<file path="src/hdl/irpm_defs.svh">
// register map, field layout and address constants for the internal ram pid protection block
// What this block does
// - fast and slow memory access allowed when that pid's allow bit is one
// - pids 0 and 1 always reach slow memory
// - fast allow bit n is pid n; slow allow bits 0..5 are pids 2..7
// - fast allow register takes writes only from pid 0
// - slow allow register takes writes only from pid 0 or 1
// - each translation unit splits the upper 128 KB into 16 pages
// - page size code 0 is 8 KB, 1 is 4 KB, 2 is 2 KB
// - uncovered remainder reachable only by pids 0 and 1
// - pids 0 and 1 map page x to page x, always allowed
// - pids 2..7 go to the mapped physical page, offset kept
// - page n spans base plus size times n; bases fixed per side
// - sixteen map registers per unit, indexed by physical page
// - rights 0 none, 1 all, 2..7 only that pid
// - four-bit field names the virtual page mapped here
// - map and page size registers written only by pid 0 or 1
`ifndef IRPM_DEFS_SVH
`define IRPM_DEFS_SVH

`define IRPM_ADDR_W          8
`define IRPM_OFS_FAST_ALLOW  8'h00
`define IRPM_OFS_SLOW_ALLOW  8'h04
`define IRPM_OFS_I_PSIZE     8'h08
`define IRPM_OFS_D_PSIZE     8'h0C
`define IRPM_OFS_I_MAP0      8'h40
`define IRPM_OFS_D_MAP0      8'h80
`define IRPM_MAP_SPAN        8'h40
`define IRPM_RST_FAST_ALLOW  8'h00
`define IRPM_RST_SLOW_ALLOW  6'h00
`define IRPM_RST_PSIZE       2'h0
`define IRPM_RST_MAP         7'h00
`define IRPM_I_BASE          32'h40080000
`define IRPM_D_BASE          32'h3FFC0000
`define IRPM_FAST_BASE       32'h3FF80000
`define IRPM_FAST_ALIAS      32'h400C0000
`define IRPM_SLOW_BASE       32'h50000000
`define IRPM_RTC_MASK        32'hFFFFE000
`define IRPM_MMU_MASK        32'hFFFE0000
`define IRPM_RIGHTS_MSB      6
`define IRPM_RIGHTS_LSB      4
`define IRPM_VPAGE_MSB       3
`define IRPM_VPAGE_LSB       0
`define IRPM_RIGHTS_NONE     3'h0
`define IRPM_RIGHTS_ALL      3'h1

`endif

</file>
<file path="src/hdl/irpm_pkg.sv">
// types shared by the internal ram pid protection block
package irpm_pkg;
  typedef logic [2:0] irpm_pid_t;

  typedef enum logic [1:0] {
    IRPM_PS_8K = 2'h0,
    IRPM_PS_4K = 2'h1,
    IRPM_PS_2K = 2'h2
  } irpm_psize_t;

  typedef struct packed {
    logic        valid;
    logic        write;
    logic [31:0] addr;
    irpm_pid_t   pid;
  } irpm_req_t;

  typedef struct packed {
    logic        valid;
    logic        write;
    logic        deny;
    logic [31:0] addr;
  } irpm_rsp_t;

  typedef struct packed {
    logic [2:0] rights;
    logic [3:0] vpage;
  } irpm_map_t;
endpackage

</file>
<file path="src/hdl/irpm_top.sv">
// pid-based protection and page translation for the on-chip rams
`timescale 1ns/10ps
`include "irpm_defs.svh"
module irpm_top #(
  parameter int PAGES = 16
) (
  input  wire logic               clk_sys_i,
  input  wire logic               arst_n_i,
  input  wire logic [7:0]         reg_addr_i,
  input  wire logic [31:0]        reg_wdata_i,
  input  wire logic               reg_wr_i,
  input  wire logic               reg_rd_i,
  input  wire logic [2:0]         reg_pid_i,
  output logic      [31:0]        reg_rdata_o,
  input  irpm_pkg::irpm_req_t     ibus_req_i,
  output irpm_pkg::irpm_rsp_t     ibus_rsp_o,
  input  irpm_pkg::irpm_req_t     dbus_req_i,
  output irpm_pkg::irpm_rsp_t     dbus_rsp_o
);
  ////////////////////////////////////////////////////////////////////////////
  // configuration registers
  logic [7:0]            fast_rtc_mem_pid_allow_q;
  logic [5:0]            slow_rtc_mem_pid_allow_q;
  irpm_pkg::irpm_psize_t instr_ram_page_size_sel_q;
  irpm_pkg::irpm_psize_t data_ram_page_size_sel_q;
  logic                  os_pid;
  logic                  i_map_sel;
  logic                  d_map_sel;
  logic [PAGES*7-1:0]    i_map_all;
  logic [PAGES*7-1:0]    d_map_all;
  logic [6:0]            i_map_rd;
  logic [6:0]            d_map_rd;
  logic [1:0]            rd_src_q;
  logic [31:0]           rd_reg_q;

  function automatic logic is_os(input logic [2:0] pid);
    return pid == 3'h0 || pid == 3'h1;
  endfunction

  assign os_pid    = is_os(reg_pid_i);
  assign i_map_sel = reg_addr_i[7:6] == `IRPM_OFS_I_MAP0 >> 6;
  assign d_map_sel = reg_addr_i[7:6] == `IRPM_OFS_D_MAP0 >> 6;

  always_ff @(posedge clk_sys_i or negedge arst_n_i) begin
    if (!arst_n_i) begin
      fast_rtc_mem_pid_allow_q <= `IRPM_RST_FAST_ALLOW;
    end else if (reg_wr_i && reg_addr_i == `IRPM_OFS_FAST_ALLOW && reg_pid_i == 3'h0) begin
      fast_rtc_mem_pid_allow_q <= reg_wdata_i[7:0];
    end
  end

  always_ff @(posedge clk_sys_i or negedge arst_n_i) begin
    if (!arst_n_i) begin
      slow_rtc_mem_pid_allow_q <= `IRPM_RST_SLOW_ALLOW;
    end else if (reg_wr_i && reg_addr_i == `IRPM_OFS_SLOW_ALLOW && os_pid) begin
      slow_rtc_mem_pid_allow_q <= reg_wdata_i[5:0];
    end
  end

  // codes above 2 are not stored; the field keeps its old size
  always_ff @(posedge clk_sys_i or negedge arst_n_i) begin
    if (!arst_n_i) begin
      instr_ram_page_size_sel_q <= irpm_pkg::irpm_psize_t'(`IRPM_RST_PSIZE);
      data_ram_page_size_sel_q  <= irpm_pkg::irpm_psize_t'(`IRPM_RST_PSIZE);
    end else if (reg_wr_i && os_pid && reg_wdata_i[1:0] != 2'h3) begin
      if (reg_addr_i == `IRPM_OFS_I_PSIZE) begin
        instr_ram_page_size_sel_q <= irpm_pkg::irpm_psize_t'(reg_wdata_i[1:0]);
      end
      if (reg_addr_i == `IRPM_OFS_D_PSIZE) begin
        data_ram_page_size_sel_q <= irpm_pkg::irpm_psize_t'(reg_wdata_i[1:0]);
      end
    end
  end

  // one map store per unit, indexed by physical page
  irpm_map_mem #(.DEPTH(PAGES)) u_imap (
    .clk_sys_i (clk_sys_i),
    .arst_n_i  (arst_n_i),
    .wr_en_i   (reg_wr_i && i_map_sel && os_pid),
    .wr_idx_i  (reg_addr_i[5:2]),
    .wr_data_i (reg_wdata_i[6:0]),
    .rd_idx_i  (reg_addr_i[5:2]),
    .rd_data_o (i_map_rd),
    .all_o     (i_map_all)
  );

  irpm_map_mem #(.DEPTH(PAGES)) u_dmap (
    .clk_sys_i (clk_sys_i),
    .arst_n_i  (arst_n_i),
    .wr_en_i   (reg_wr_i && d_map_sel && os_pid),
    .wr_idx_i  (reg_addr_i[5:2]),
    .wr_data_i (reg_wdata_i[6:0]),
    .rd_idx_i  (reg_addr_i[5:2]),
    .rd_data_o (d_map_rd),
    .all_o     (d_map_all)
  );

  ////////////////////////////////////////////////////////////////////////////
  // register read: data in the cycle after the strobe, zero when unmapped
  always_ff @(posedge clk_sys_i or negedge arst_n_i) begin
    if (!arst_n_i) begin
      rd_src_q <= 2'h0;
      rd_reg_q <= 32'h0;
    end else begin
      rd_src_q <= 2'h0;
      rd_reg_q <= 32'h0;
      if (reg_rd_i) begin
        if (i_map_sel) begin
          rd_src_q <= 2'h1;
        end else if (d_map_sel) begin
          rd_src_q <= 2'h2;
        end
        unique case (reg_addr_i)
          `IRPM_OFS_FAST_ALLOW: rd_reg_q <= {24'h0, fast_rtc_mem_pid_allow_q};
          `IRPM_OFS_SLOW_ALLOW: rd_reg_q <= {26'h0, slow_rtc_mem_pid_allow_q};
          `IRPM_OFS_I_PSIZE:    rd_reg_q <= {30'h0, instr_ram_page_size_sel_q};
          `IRPM_OFS_D_PSIZE:    rd_reg_q <= {30'h0, data_ram_page_size_sel_q};
          default:              rd_reg_q <= 32'h0;
        endcase
      end
    end
  end

  always_comb begin
    unique case (rd_src_q)
      2'h1:    reg_rdata_o = {25'h0, i_map_rd};
      2'h2:    reg_rdata_o = {25'h0, d_map_rd};
      default: reg_rdata_o = rd_reg_q;
    endcase
  end

  ////////////////////////////////////////////////////////////////////////////
  // access decision and translation
  function automatic logic rights_grant(input logic [2:0] rights, input logic [2:0] pid);
    return rights == `IRPM_RIGHTS_ALL || (rights != `IRPM_RIGHTS_NONE && rights == pid);
  endfunction

  function automatic logic [1:0] psize_shift(input irpm_pkg::irpm_psize_t ps);
    unique case (ps)
      irpm_pkg::IRPM_PS_4K: return 2'h1;
      irpm_pkg::IRPM_PS_2K: return 2'h2;
      default:              return 2'h0;
    endcase
  endfunction

  // returns {deny, translated address}
  function automatic logic [32:0] mmu_xlate(input logic [31:0] addr,
                                            input logic [2:0] pid,
                                            input irpm_pkg::irpm_psize_t ps,
                                            input logic [PAGES*7-1:0] maps);
    logic [16:0] ofs;
    logic [1:0]  sh;
    logic [3:0]  vpg;
    logic [12:0] inpg;
    logic        hit;
    logic [3:0]  ppg;
    irpm_pkg::irpm_map_t ent;
    ofs  = addr[16:0];
    sh   = psize_shift(ps);
    hit  = 1'b0;
    ppg  = 4'h0;
    vpg  = 4'(ofs >> (13 - sh));
    inpg = 13'(ofs & (17'h1FFF >> sh));
    if (is_os(pid)) begin
      return {1'b0, addr};
    end
    if ((ofs >> (13 - sh)) > 17'hF) begin
      return {1'b1, addr};
    end
    for (int p = 0; p < PAGES; p++) begin
      ent = maps[p*7 +: 7];
      if (!hit && ent.vpage == vpg && rights_grant(ent.rights, pid)) begin
        hit = 1'b1;
        ppg = 4'(p);
      end
    end
    if (!hit) begin
      return {1'b1, addr};
    end
    return {1'b0, addr[31:17], 17'((17'(ppg) << (13 - sh)) | 17'(inpg))};
  endfunction

  function automatic logic rtc_deny(input logic [31:0] addr, input logic [2:0] pid,
                                    input logic [7:0] fa, input logic [5:0] sa);
    logic [31:0] pg;
    pg = addr & `IRPM_RTC_MASK;
    if (pg == `IRPM_FAST_BASE || pg == `IRPM_FAST_ALIAS) begin
      return !fa[pid];
    end
    if (pg == `IRPM_SLOW_BASE) begin
      if (is_os(pid)) begin
        return 1'b0;
      end
      return !sa[3'(pid - 3'h2)];
    end
    return 1'b0;
  endfunction

  function automatic irpm_pkg::irpm_rsp_t check(input irpm_pkg::irpm_req_t rq,
                                                input logic [31:0] base,
                                                input irpm_pkg::irpm_psize_t ps,
                                                input logic [PAGES*7-1:0] maps,
                                                input logic [7:0] fa,
                                                input logic [5:0] sa);
    irpm_pkg::irpm_rsp_t rs;
    logic [32:0]         xl;
    rs.valid = rq.valid;
    rs.write = rq.write;
    rs.addr  = rq.addr;
    rs.deny  = 1'b0;
    xl       = 33'h0;
    if ((rq.addr & `IRPM_MMU_MASK) == base) begin
      xl      = mmu_xlate(rq.addr, rq.pid, ps, maps);
      rs.deny = xl[32];
      rs.addr = xl[31:0];
    end else begin
      rs.deny = rtc_deny(rq.addr, rq.pid, fa, sa);
    end
    return rs;
  endfunction

  always_ff @(posedge clk_sys_i or negedge arst_n_i) begin
    if (!arst_n_i) begin
      ibus_rsp_o <= '0;
    end else begin
      ibus_rsp_o <= check(ibus_req_i, `IRPM_I_BASE, instr_ram_page_size_sel_q, i_map_all,
                          fast_rtc_mem_pid_allow_q, slow_rtc_mem_pid_allow_q);
    end
  end

  always_ff @(posedge clk_sys_i or negedge arst_n_i) begin
    if (!arst_n_i) begin
      dbus_rsp_o <= '0;
    end else begin
      dbus_rsp_o <= check(dbus_req_i, `IRPM_D_BASE, data_ram_page_size_sel_q, d_map_all,
                          fast_rtc_mem_pid_allow_q, slow_rtc_mem_pid_allow_q);
    end
  end
endmodule

</file>
<file path="src/hdl/irpm_map_mem.sv">
// sixteen-entry page map store with registered read port
`timescale 1ns/10ps
`include "irpm_defs.svh"
module irpm_map_mem #(
  parameter int DEPTH = 16
) (
  input  wire logic               clk_sys_i,
  input  wire logic               arst_n_i,
  input  wire logic               wr_en_i,
  input  wire logic [3:0]         wr_idx_i,
  input  wire logic [6:0]         wr_data_i,
  input  wire logic [3:0]         rd_idx_i,
  output logic      [6:0]         rd_data_o,
  output logic      [DEPTH*7-1:0] all_o
);
  logic [6:0] mem_q [DEPTH];

  always_ff @(posedge clk_sys_i or negedge arst_n_i) begin
    if (!arst_n_i) begin
      for (int i = 0; i < DEPTH; i++) begin
        mem_q[i] <= `IRPM_RST_MAP;
      end
    end else if (wr_en_i) begin
      mem_q[wr_idx_i] <= wr_data_i;
    end
  end

  always_ff @(posedge clk_sys_i or negedge arst_n_i) begin
    if (!arst_n_i) begin
      rd_data_o <= `IRPM_RST_MAP;
    end else begin
      rd_data_o <= mem_q[rd_idx_i];
    end
  end

  always_comb begin
    for (int i = 0; i < DEPTH; i++) begin
      all_o[i*7 +: 7] = mem_q[i];
    end
  end
endmodule

</file>
<file path="config.mk">
export PLATFORM = sky130hd
export DESIGN_NAME = irpm_top
export DESIGN_NICKNAME = d
export VERILOG_FILES = /design/src/hdl/irpm_pkg.sv /design/src/hdl/irpm_top.sv /design/src/hdl/irpm_map_mem.sv
export VERILOG_INCLUDE_DIRS = /design/src /design/src/hdl
export SDC_FILE = /design/constraint.sdc
export NUM_CORES = 1
export LEC_CHECK = 0
export BUFFER_PORTS_ARGS = -buffer_cell sky130_fd_sc_hd__buf_2
export CAP_MARGIN = 30
export CORE_ASPECT_RATIO = 0.6
export CORE_UTILIZATION = 54
export CTS_CLUSTER_DIAMETER = 30
export DETAILED_ROUTE_END_ITERATION = 7
export GPL_TIMING_DRIVEN = 0
export PLACE_DENSITY_LB_ADDON = 0.3
export SYNTH_ARGS = -nofsm -noshare
export SYNTH_HDL_FRONTEND = slang
export SYNTH_SLANG_ARGS = --single-unit
</file>
<file path="constraint.sdc">
create_clock -name clk_sys_i -period 3.71 [get_ports clk_sys_i]
set_clock_uncertainty 0.05 [all_clocks]
set_input_delay 0.742 -clock clk_sys_i [delete_from_list [all_inputs] [get_ports clk_sys_i]]
set_output_delay 0.742 -clock clk_sys_i [all_outputs]
set_load 0.01 [all_outputs]
</file>
# == Yosys cells after proc, flatten, opt, wreduce, memory -nomap -nowiden ==
# Cells that the tools add are included.
# classes
bitwise,5
n_mux,254
shifts,6
reduce_logical,214
add_sub_neg,4
order_cmp,8
n_eq_ne,119
# ops
operator,count
$mux 33,12
$bwmux 112,2
$mux 1,182
$mux 4,34
$eq 4x4->1,32
$eq 3x1->1 const B,35
$logic_and 1x1->1,105
$eq 3x3->1,32
$reduce_bool 3->1,32
$eq 19x18->1 const B,4
$mux 32,2
$pmux 32 s2,1
$shl 4x32->17,2
$shr 17x32->17,2
$bmux 7 s4,2
$eq 19x17->1 const B,2
$logic_or 1x1->1,37
$mux 7,5
$gt 17x4->1 const B,2
$logic_not 1->1,34
$or 17x13->17,2
$pmux 8 s4,1
$demux 7 s4,1
$and 13x13->13,2
other kinds (21),45
# totals
reg_bits,360
output_inout_bits,102

# == Longest topological paths before layout ==
# depth
depth_word,125
mapped_depth,16
depth_no_buf,12

# == Modules after synthesis ==
# From an unflattened synthesis, not the netlist that was laid out.
# unflattened
cells_unflattened,1820
area_unflattened_um2,20175.6
# modules_own_cells
mod,instances,seq_area_each_um2,cells_per_inst,area_each_um2
irpm_map_mem,2,2977.9,329,5330.1
irpm_top,1,2452.4,1162,9515.4

# == Worst setup path before layout ==
# OpenSTA, ideal clock, no wires.
# synth_timing
path_type,in2reg
start,input port ibus_req_i[1] (netlist bit)
end,register ibus_rsp_o[12] (netlist bit)
setup_ps,126
stages,12
arrival_time_ps,3504
slack_ps,30
path_cell_list,clkbuf_1 clkbuf_1 buf_2 nand3_1 o21a_1 o21ai_0 a22oi_1 nor4_1 and3b_4 a2111oi_4 a21boi_1 a311o_1
# synth_via
elab_chain_len,121
elab_cells_between_ends,192
classes_between,eq/ne (17); shift (1); mux (93); bitwise (1); reduce/logical (80)
# synth_lines
element,line_no,rtl
from (decl),irpm_top.sv:15,"input irpm_pkg::irpm_req_t ibus_req_i,"
$eq 3x3->1,irpm_top.sv:135,return rights == `IRPM_RIGHTS_ALL || (rights != `IRPM_RIGHTS_NONE && rights == pid);
$logic_and 1x1->1,irpm_top.sv:135,
$logic_or 1x1->1,irpm_top.sv:135,
$logic_and 1x1->1,irpm_top.sv:172,"if (!hit && ent.vpage == vpg && rights_grant(ent.rights, pid)) begin"
$mux 1,irpm_top.sv:172,
$mux 1,irpm_top.sv:170,for (int p = 0; p < PAGES; p++) begin
$mux 1,irpm_top.sv:167,if ((ofs >> (13 - sh)) > 17'hF) begin
$mux 1,irpm_top.sv:212,if ((rq.addr & `IRPM_MMU_MASK) == base) begin
(+105 left out),-,
$mux 1,irpm_top.sv:177,if (!hit) begin
$mux 1,irpm_top.sv:170,
$mux 1,irpm_top.sv:167,
$mux 1,irpm_top.sv:212,
$mux 33,irpm_top.sv:180,"return {1'b0, addr[31:17], 17'((17'(ppg) << (13 - sh)) | 17'(inpg))};"
$mux 33,irpm_top.sv:170,
$mux 33 *,irpm_top.sv:167,
$mux 32 *,irpm_top.sv:212,
to (signal assigned),irpm_top.sv:226,"ibus_rsp_o <= check(ibus_req_i, `IRPM_I_BASE, instr_ram_page_size_sel_q, i_map_all,"
to (decl),irpm_top.sv:16,"output irpm_pkg::irpm_rsp_t ibus_rsp_o,"
# Every way passes the cells marked *; elsewhere a longest branch is shown, timed or not. The select of a mux whose other input is x is not followed.
# A chain may end at the register's enable or synchronous reset.

# == Final worst setup path ==
# layout_timing
start,register instr_ram_page_size_sel_q[1]
end,register ibus_rsp_o[12] (netlist bit)
# layout_via
elab_chain_len,124
elab_cells_between_ends,168
classes_between,add/sub (1); order compare (1); eq/ne (18); shift (3); mux (97); bitwise (2); reduce/logical (46)
# layout_lines
element,line_no,rtl
from (decl),irpm_top.sv:24,irpm_pkg::irpm_psize_t instr_ram_page_size_sel_q;
from (signal assigned),irpm_top.sv:63,instr_ram_page_size_sel_q <= irpm_pkg::irpm_psize_t'(`IRPM_RST_PSIZE);
from (signal assigned),irpm_top.sv:67,instr_ram_page_size_sel_q <= irpm_pkg::irpm_psize_t'(reg_wdata_i[1:0]);
$eq 2x2->1 or $eq 2x1->1 (tied branches),irpm_top.sv:139,unique case (ps)
$pmux 2 s2 *,irpm_top.sv:139,
$mux 2 *,irpm_top.sv:212,
$sub 4x2->5,"irpm_top.sv:162, irpm_top.sv:167, irpm_top.sv:180",
$shr 17x32->17,irpm_top.sv:167,
$eq 4x4->1,irpm_top.sv:172,
$logic_and 1x1->1,irpm_top.sv:172,
$mux 1,irpm_top.sv:172,
(+108 left out),-,
$mux 1,irpm_top.sv:177,
$mux 1,irpm_top.sv:170,
$mux 1,irpm_top.sv:167,
$mux 1,irpm_top.sv:212,
$mux 33,irpm_top.sv:180,
$mux 33 *,irpm_top.sv:170,
$mux 33 *,irpm_top.sv:167,
$mux 32 *,irpm_top.sv:212,
# Marks and branches as above.

==> results.yml <==
outcome:
  status: "finished with violations"
  violations: "DRC, setup timing"
route:
  wirelength_um: 66000
  vias: 16900
  wl_per_cell_um: 25.7
  drc: 12
  drt-initial-drc-count: 2350
  routed_via_density: 6.56
  dr.pass1.iters: 8
  ant_nets: 0
timing:
  max_freq_ghz: 0.257
  drv_slew: 0
  hold_viol: 0
  period_share: 1.05
  rsz0062_at_grt: "true"
  setup_viol: 14
  fin_setup_tns_ns: -1.27
  hold_ws_ns: 0.100
  period_needed_ns: 3.90
  worstMarginPinSlew_ns: 1.14
  relSlewSlack: 0.234
  fin_ws_ns: -0.188
pwr:
  ir_drop_v: 0.000379
  power_leakage_nw: 11.0
  p_per_area_nw_per_um2: 423
global_route:
  grt_pass1_wl_um: 96500
  grt_overflow: 0
  grt_pass1_vias: 15800
  antenna_found_initial: 3
  grt_max_degree: 93
  grt_usage: 0.353
synth:
  synthArstFlopShare: 1.00
  synth_edf_count: 0
  syn_area_per_cell_um2: 11.1
  synth_top_area_share: 0.432
  synth.ff_latch_count: 336
  ys_warn_count: 0
  synth_common_cells: "336 x dfrtp_1, 236 x mux2_2, 81 x clkbuf_1, 81 x nand2_1, 81 x nor2_1"
  synth_flop_cell: "dfrtp_1"
  yosysTopAreaCell: "dfrtp_1"
  seq_area_frac_synth: 0.432
  synth_cell_types: 75
  syn_inst: 1751
  synth.most_common_cell: "dfrtp_1"
  netlist_area_um2: 19500
  yosys-top-cells-area: "dfrtp_1 43%, mux2_2 14%, mux4_2 8.9%, xnor2_1 3.6%, xor2_1 2.2%"
placement:
  place_inst: 2418
  gp_congestion: 0.980
  port_buffers: 163
  dp_hpwl_um: 47000
  post_dp_cell_area_um2: 21200
  post-place-ws_ns: -1.24
clocking:
  clock_latency_ns: 0.59
  cts_buffers: 50
  clockBufferDepth: 3
  htreeDepth: 2
  cts_root_buffer: "clkbuf_16"
  cts.sinks: 336
  path_clk_slew_ns: 0.05
  cts_tree: "yes"
setup_path:
  end_kind: "flop"
  crit_fanout: 8
  rr_endpoint: "ibus_rsp_o[12]"
  timing.rr.start: "instr_ram_page_size_sel_q[1]"
  critPathArrivalTime_ns: 4.29
  rrSetupSlack_ns: -0.19
  worstSetupPathType: "reg -> reg"
  cp.required_ns: 4.10
  ff2ff_path_depth: 15
  startpoint_type: "flop"
min_path:
  hp-class: "in -> async"
cells_and_area:
  syn_to_final_growth_pct: 24.5
  drive_gt1_frac: 0.384
  final_area_um2: 24200
  stdcell_count: 2570
  nets: 2191
die:
  die-area_um2: 36800
  rows: 53
  die_w_um: 247
  fp.coreArea_um2: 35200
  pin_count: 223
  floorplan.initialDensity: 0.552
  die_y_um: 149
flow_run:
  cap_violations: 0
[how the worst max path moves through the flow]
| stage | from | to | slack [ns] |
|---|---|---|---|
| 6_report | instr_ram_page_size_sel_q[1] | ibus_rsp_o[12] | -0.19 |
| 5_1_grt | instr_ram_page_size_sel_q[0] | ibus_rsp_o[12] | -0.28 |
| 4_1_cts | instr_ram_page_size_sel_q[1] | ibus_rsp_o[12] | -0.09 |
| 3_5_place_dp | data_ram_page_size_sel_q[1] | dbus_rsp_o[11] | -1.24 |
| 3_3_place_gp | arst_n_i | u_dmap.all_o[29] | -4.40 |
| 2_1_floorplan | ibus_req_i[1] | ibus_rsp_o[12] | 0.03 |
[cells in the final DEF (no fill, tap or decap), drive strengths merged, types with 5 or more instances in the layout]
master and instances:
mux4 77, nor2 81, bufinv 5, nor4 27, and2 23, a31oi 5
or3 16, conb 24, and3b 7, nand2b 9, and4 8, ha 8
clkinvlp 7, nand3 78, inv 79, mux2i 5, a2bb2oi 16, nand2 81
clkbuf 138, o211ai 5, buf 293, mux2 237, xor2 48, clkinv 13
a21boi 19, xnor2 80, a21oi 38, dfrtp 336, o21a 30, and3 23
o21ai 77, o22ai 42, nor3b 9, a22oi 29, nand4 20, nor2b 12
nor3 41
[routing by layer]
layer	share of wire	GRT usage	routed length [um]
met2	0.40	0.473	26600
met5	0.00011	0	7
met3	0.17	0.165	11000
met4	0.031	0.0855	2020
met1	0.40	0.512	26400
[where the power goes]
group	switching (mW)	total, mW	leakage [nW]	internal [mW]
clock	1.88	4.85	0.825	2.97
combinational	0.790	1.37	5.74	0.581
sequential	0.181	4.02	4.41	3.84
[critical path: stages (launching register included)]
cell and delay (ns):
dfrtp_2 0.43, inv_2 0.07, ha_4 0.19, mux2_4 0.32, a222oi_1 0.31, buf_4 0.24, buf_12 0.15, xor2_1 0.19
nand4_1 0.33, nor3_4 0.32, nor4_4 0.09, and2_4 0.20, a2111oi_4 0.35, buf_6 0.18, a21boi_2 0.07, a311o_1 0.27
[timing repair]
item	in CTS	in global routing
endpoints found under the setup margin	18	15
setup buffers	28	22
gates cloned	1	3
pin swaps	40	35
gates resized for setup	118	72
hold buffers	0	0
[cells by family after synthesis]
family                   Yosys count  synth area share
AND/OR/NAND/NOR                  453             0.123
flip-flops                       336             0.432
multiplexers                     319             0.230
AO/OA/AOI/OAI                    299             0.104
buffers and inverters            207            0.0477
XOR/XNOR                         128            0.0576
adder cells (fa/ha/maj)            8           0.00515
other                              1          0.000193
[through the flow]
stage | util | power, mW
3_3_place_gp | 0.595 | 5.19
5_1_grt | 0.688 | 10.5
3_5_place_dp | 0.601 | 5.27
2_1_floorplan | - | 4.76
6_report | 0.688 | 10.2
4_1_cts | 0.672 | 10.2
[registers in the layout, indices dropped and copies added, names as in the netlist]
signal	count
slow_rtc_mem_pid_allow_q	6
rd_src_q	2
instr_ram_page_size_sel_q	2
fast_rtc_mem_pid_allow_q	8
ibus_rsp_o	35
u_dmap.all_o	112
data_ram_page_size_sel_q	2
rd_reg_q	8
u_dmap.rd_data_o	7
u_imap.all_o	112
u_imap.rd_data_o	7
dbus_rsp_o	35
[area by class of cell]
cell class / count / area [um^2]
fill: 2406 / 11000
antenna: 1 / 2.50
multi-input combinational: 1231 / 10900
clock buffer: 59 / 1340
inverter: 71 / 268
tap: 467 / 584
clock inverter: 33 / 387
timing repair buffer: 237 / 1550
buffer: 135 / 757
sequential: 336 / 8410
Power figures use the tool's default switching activity.
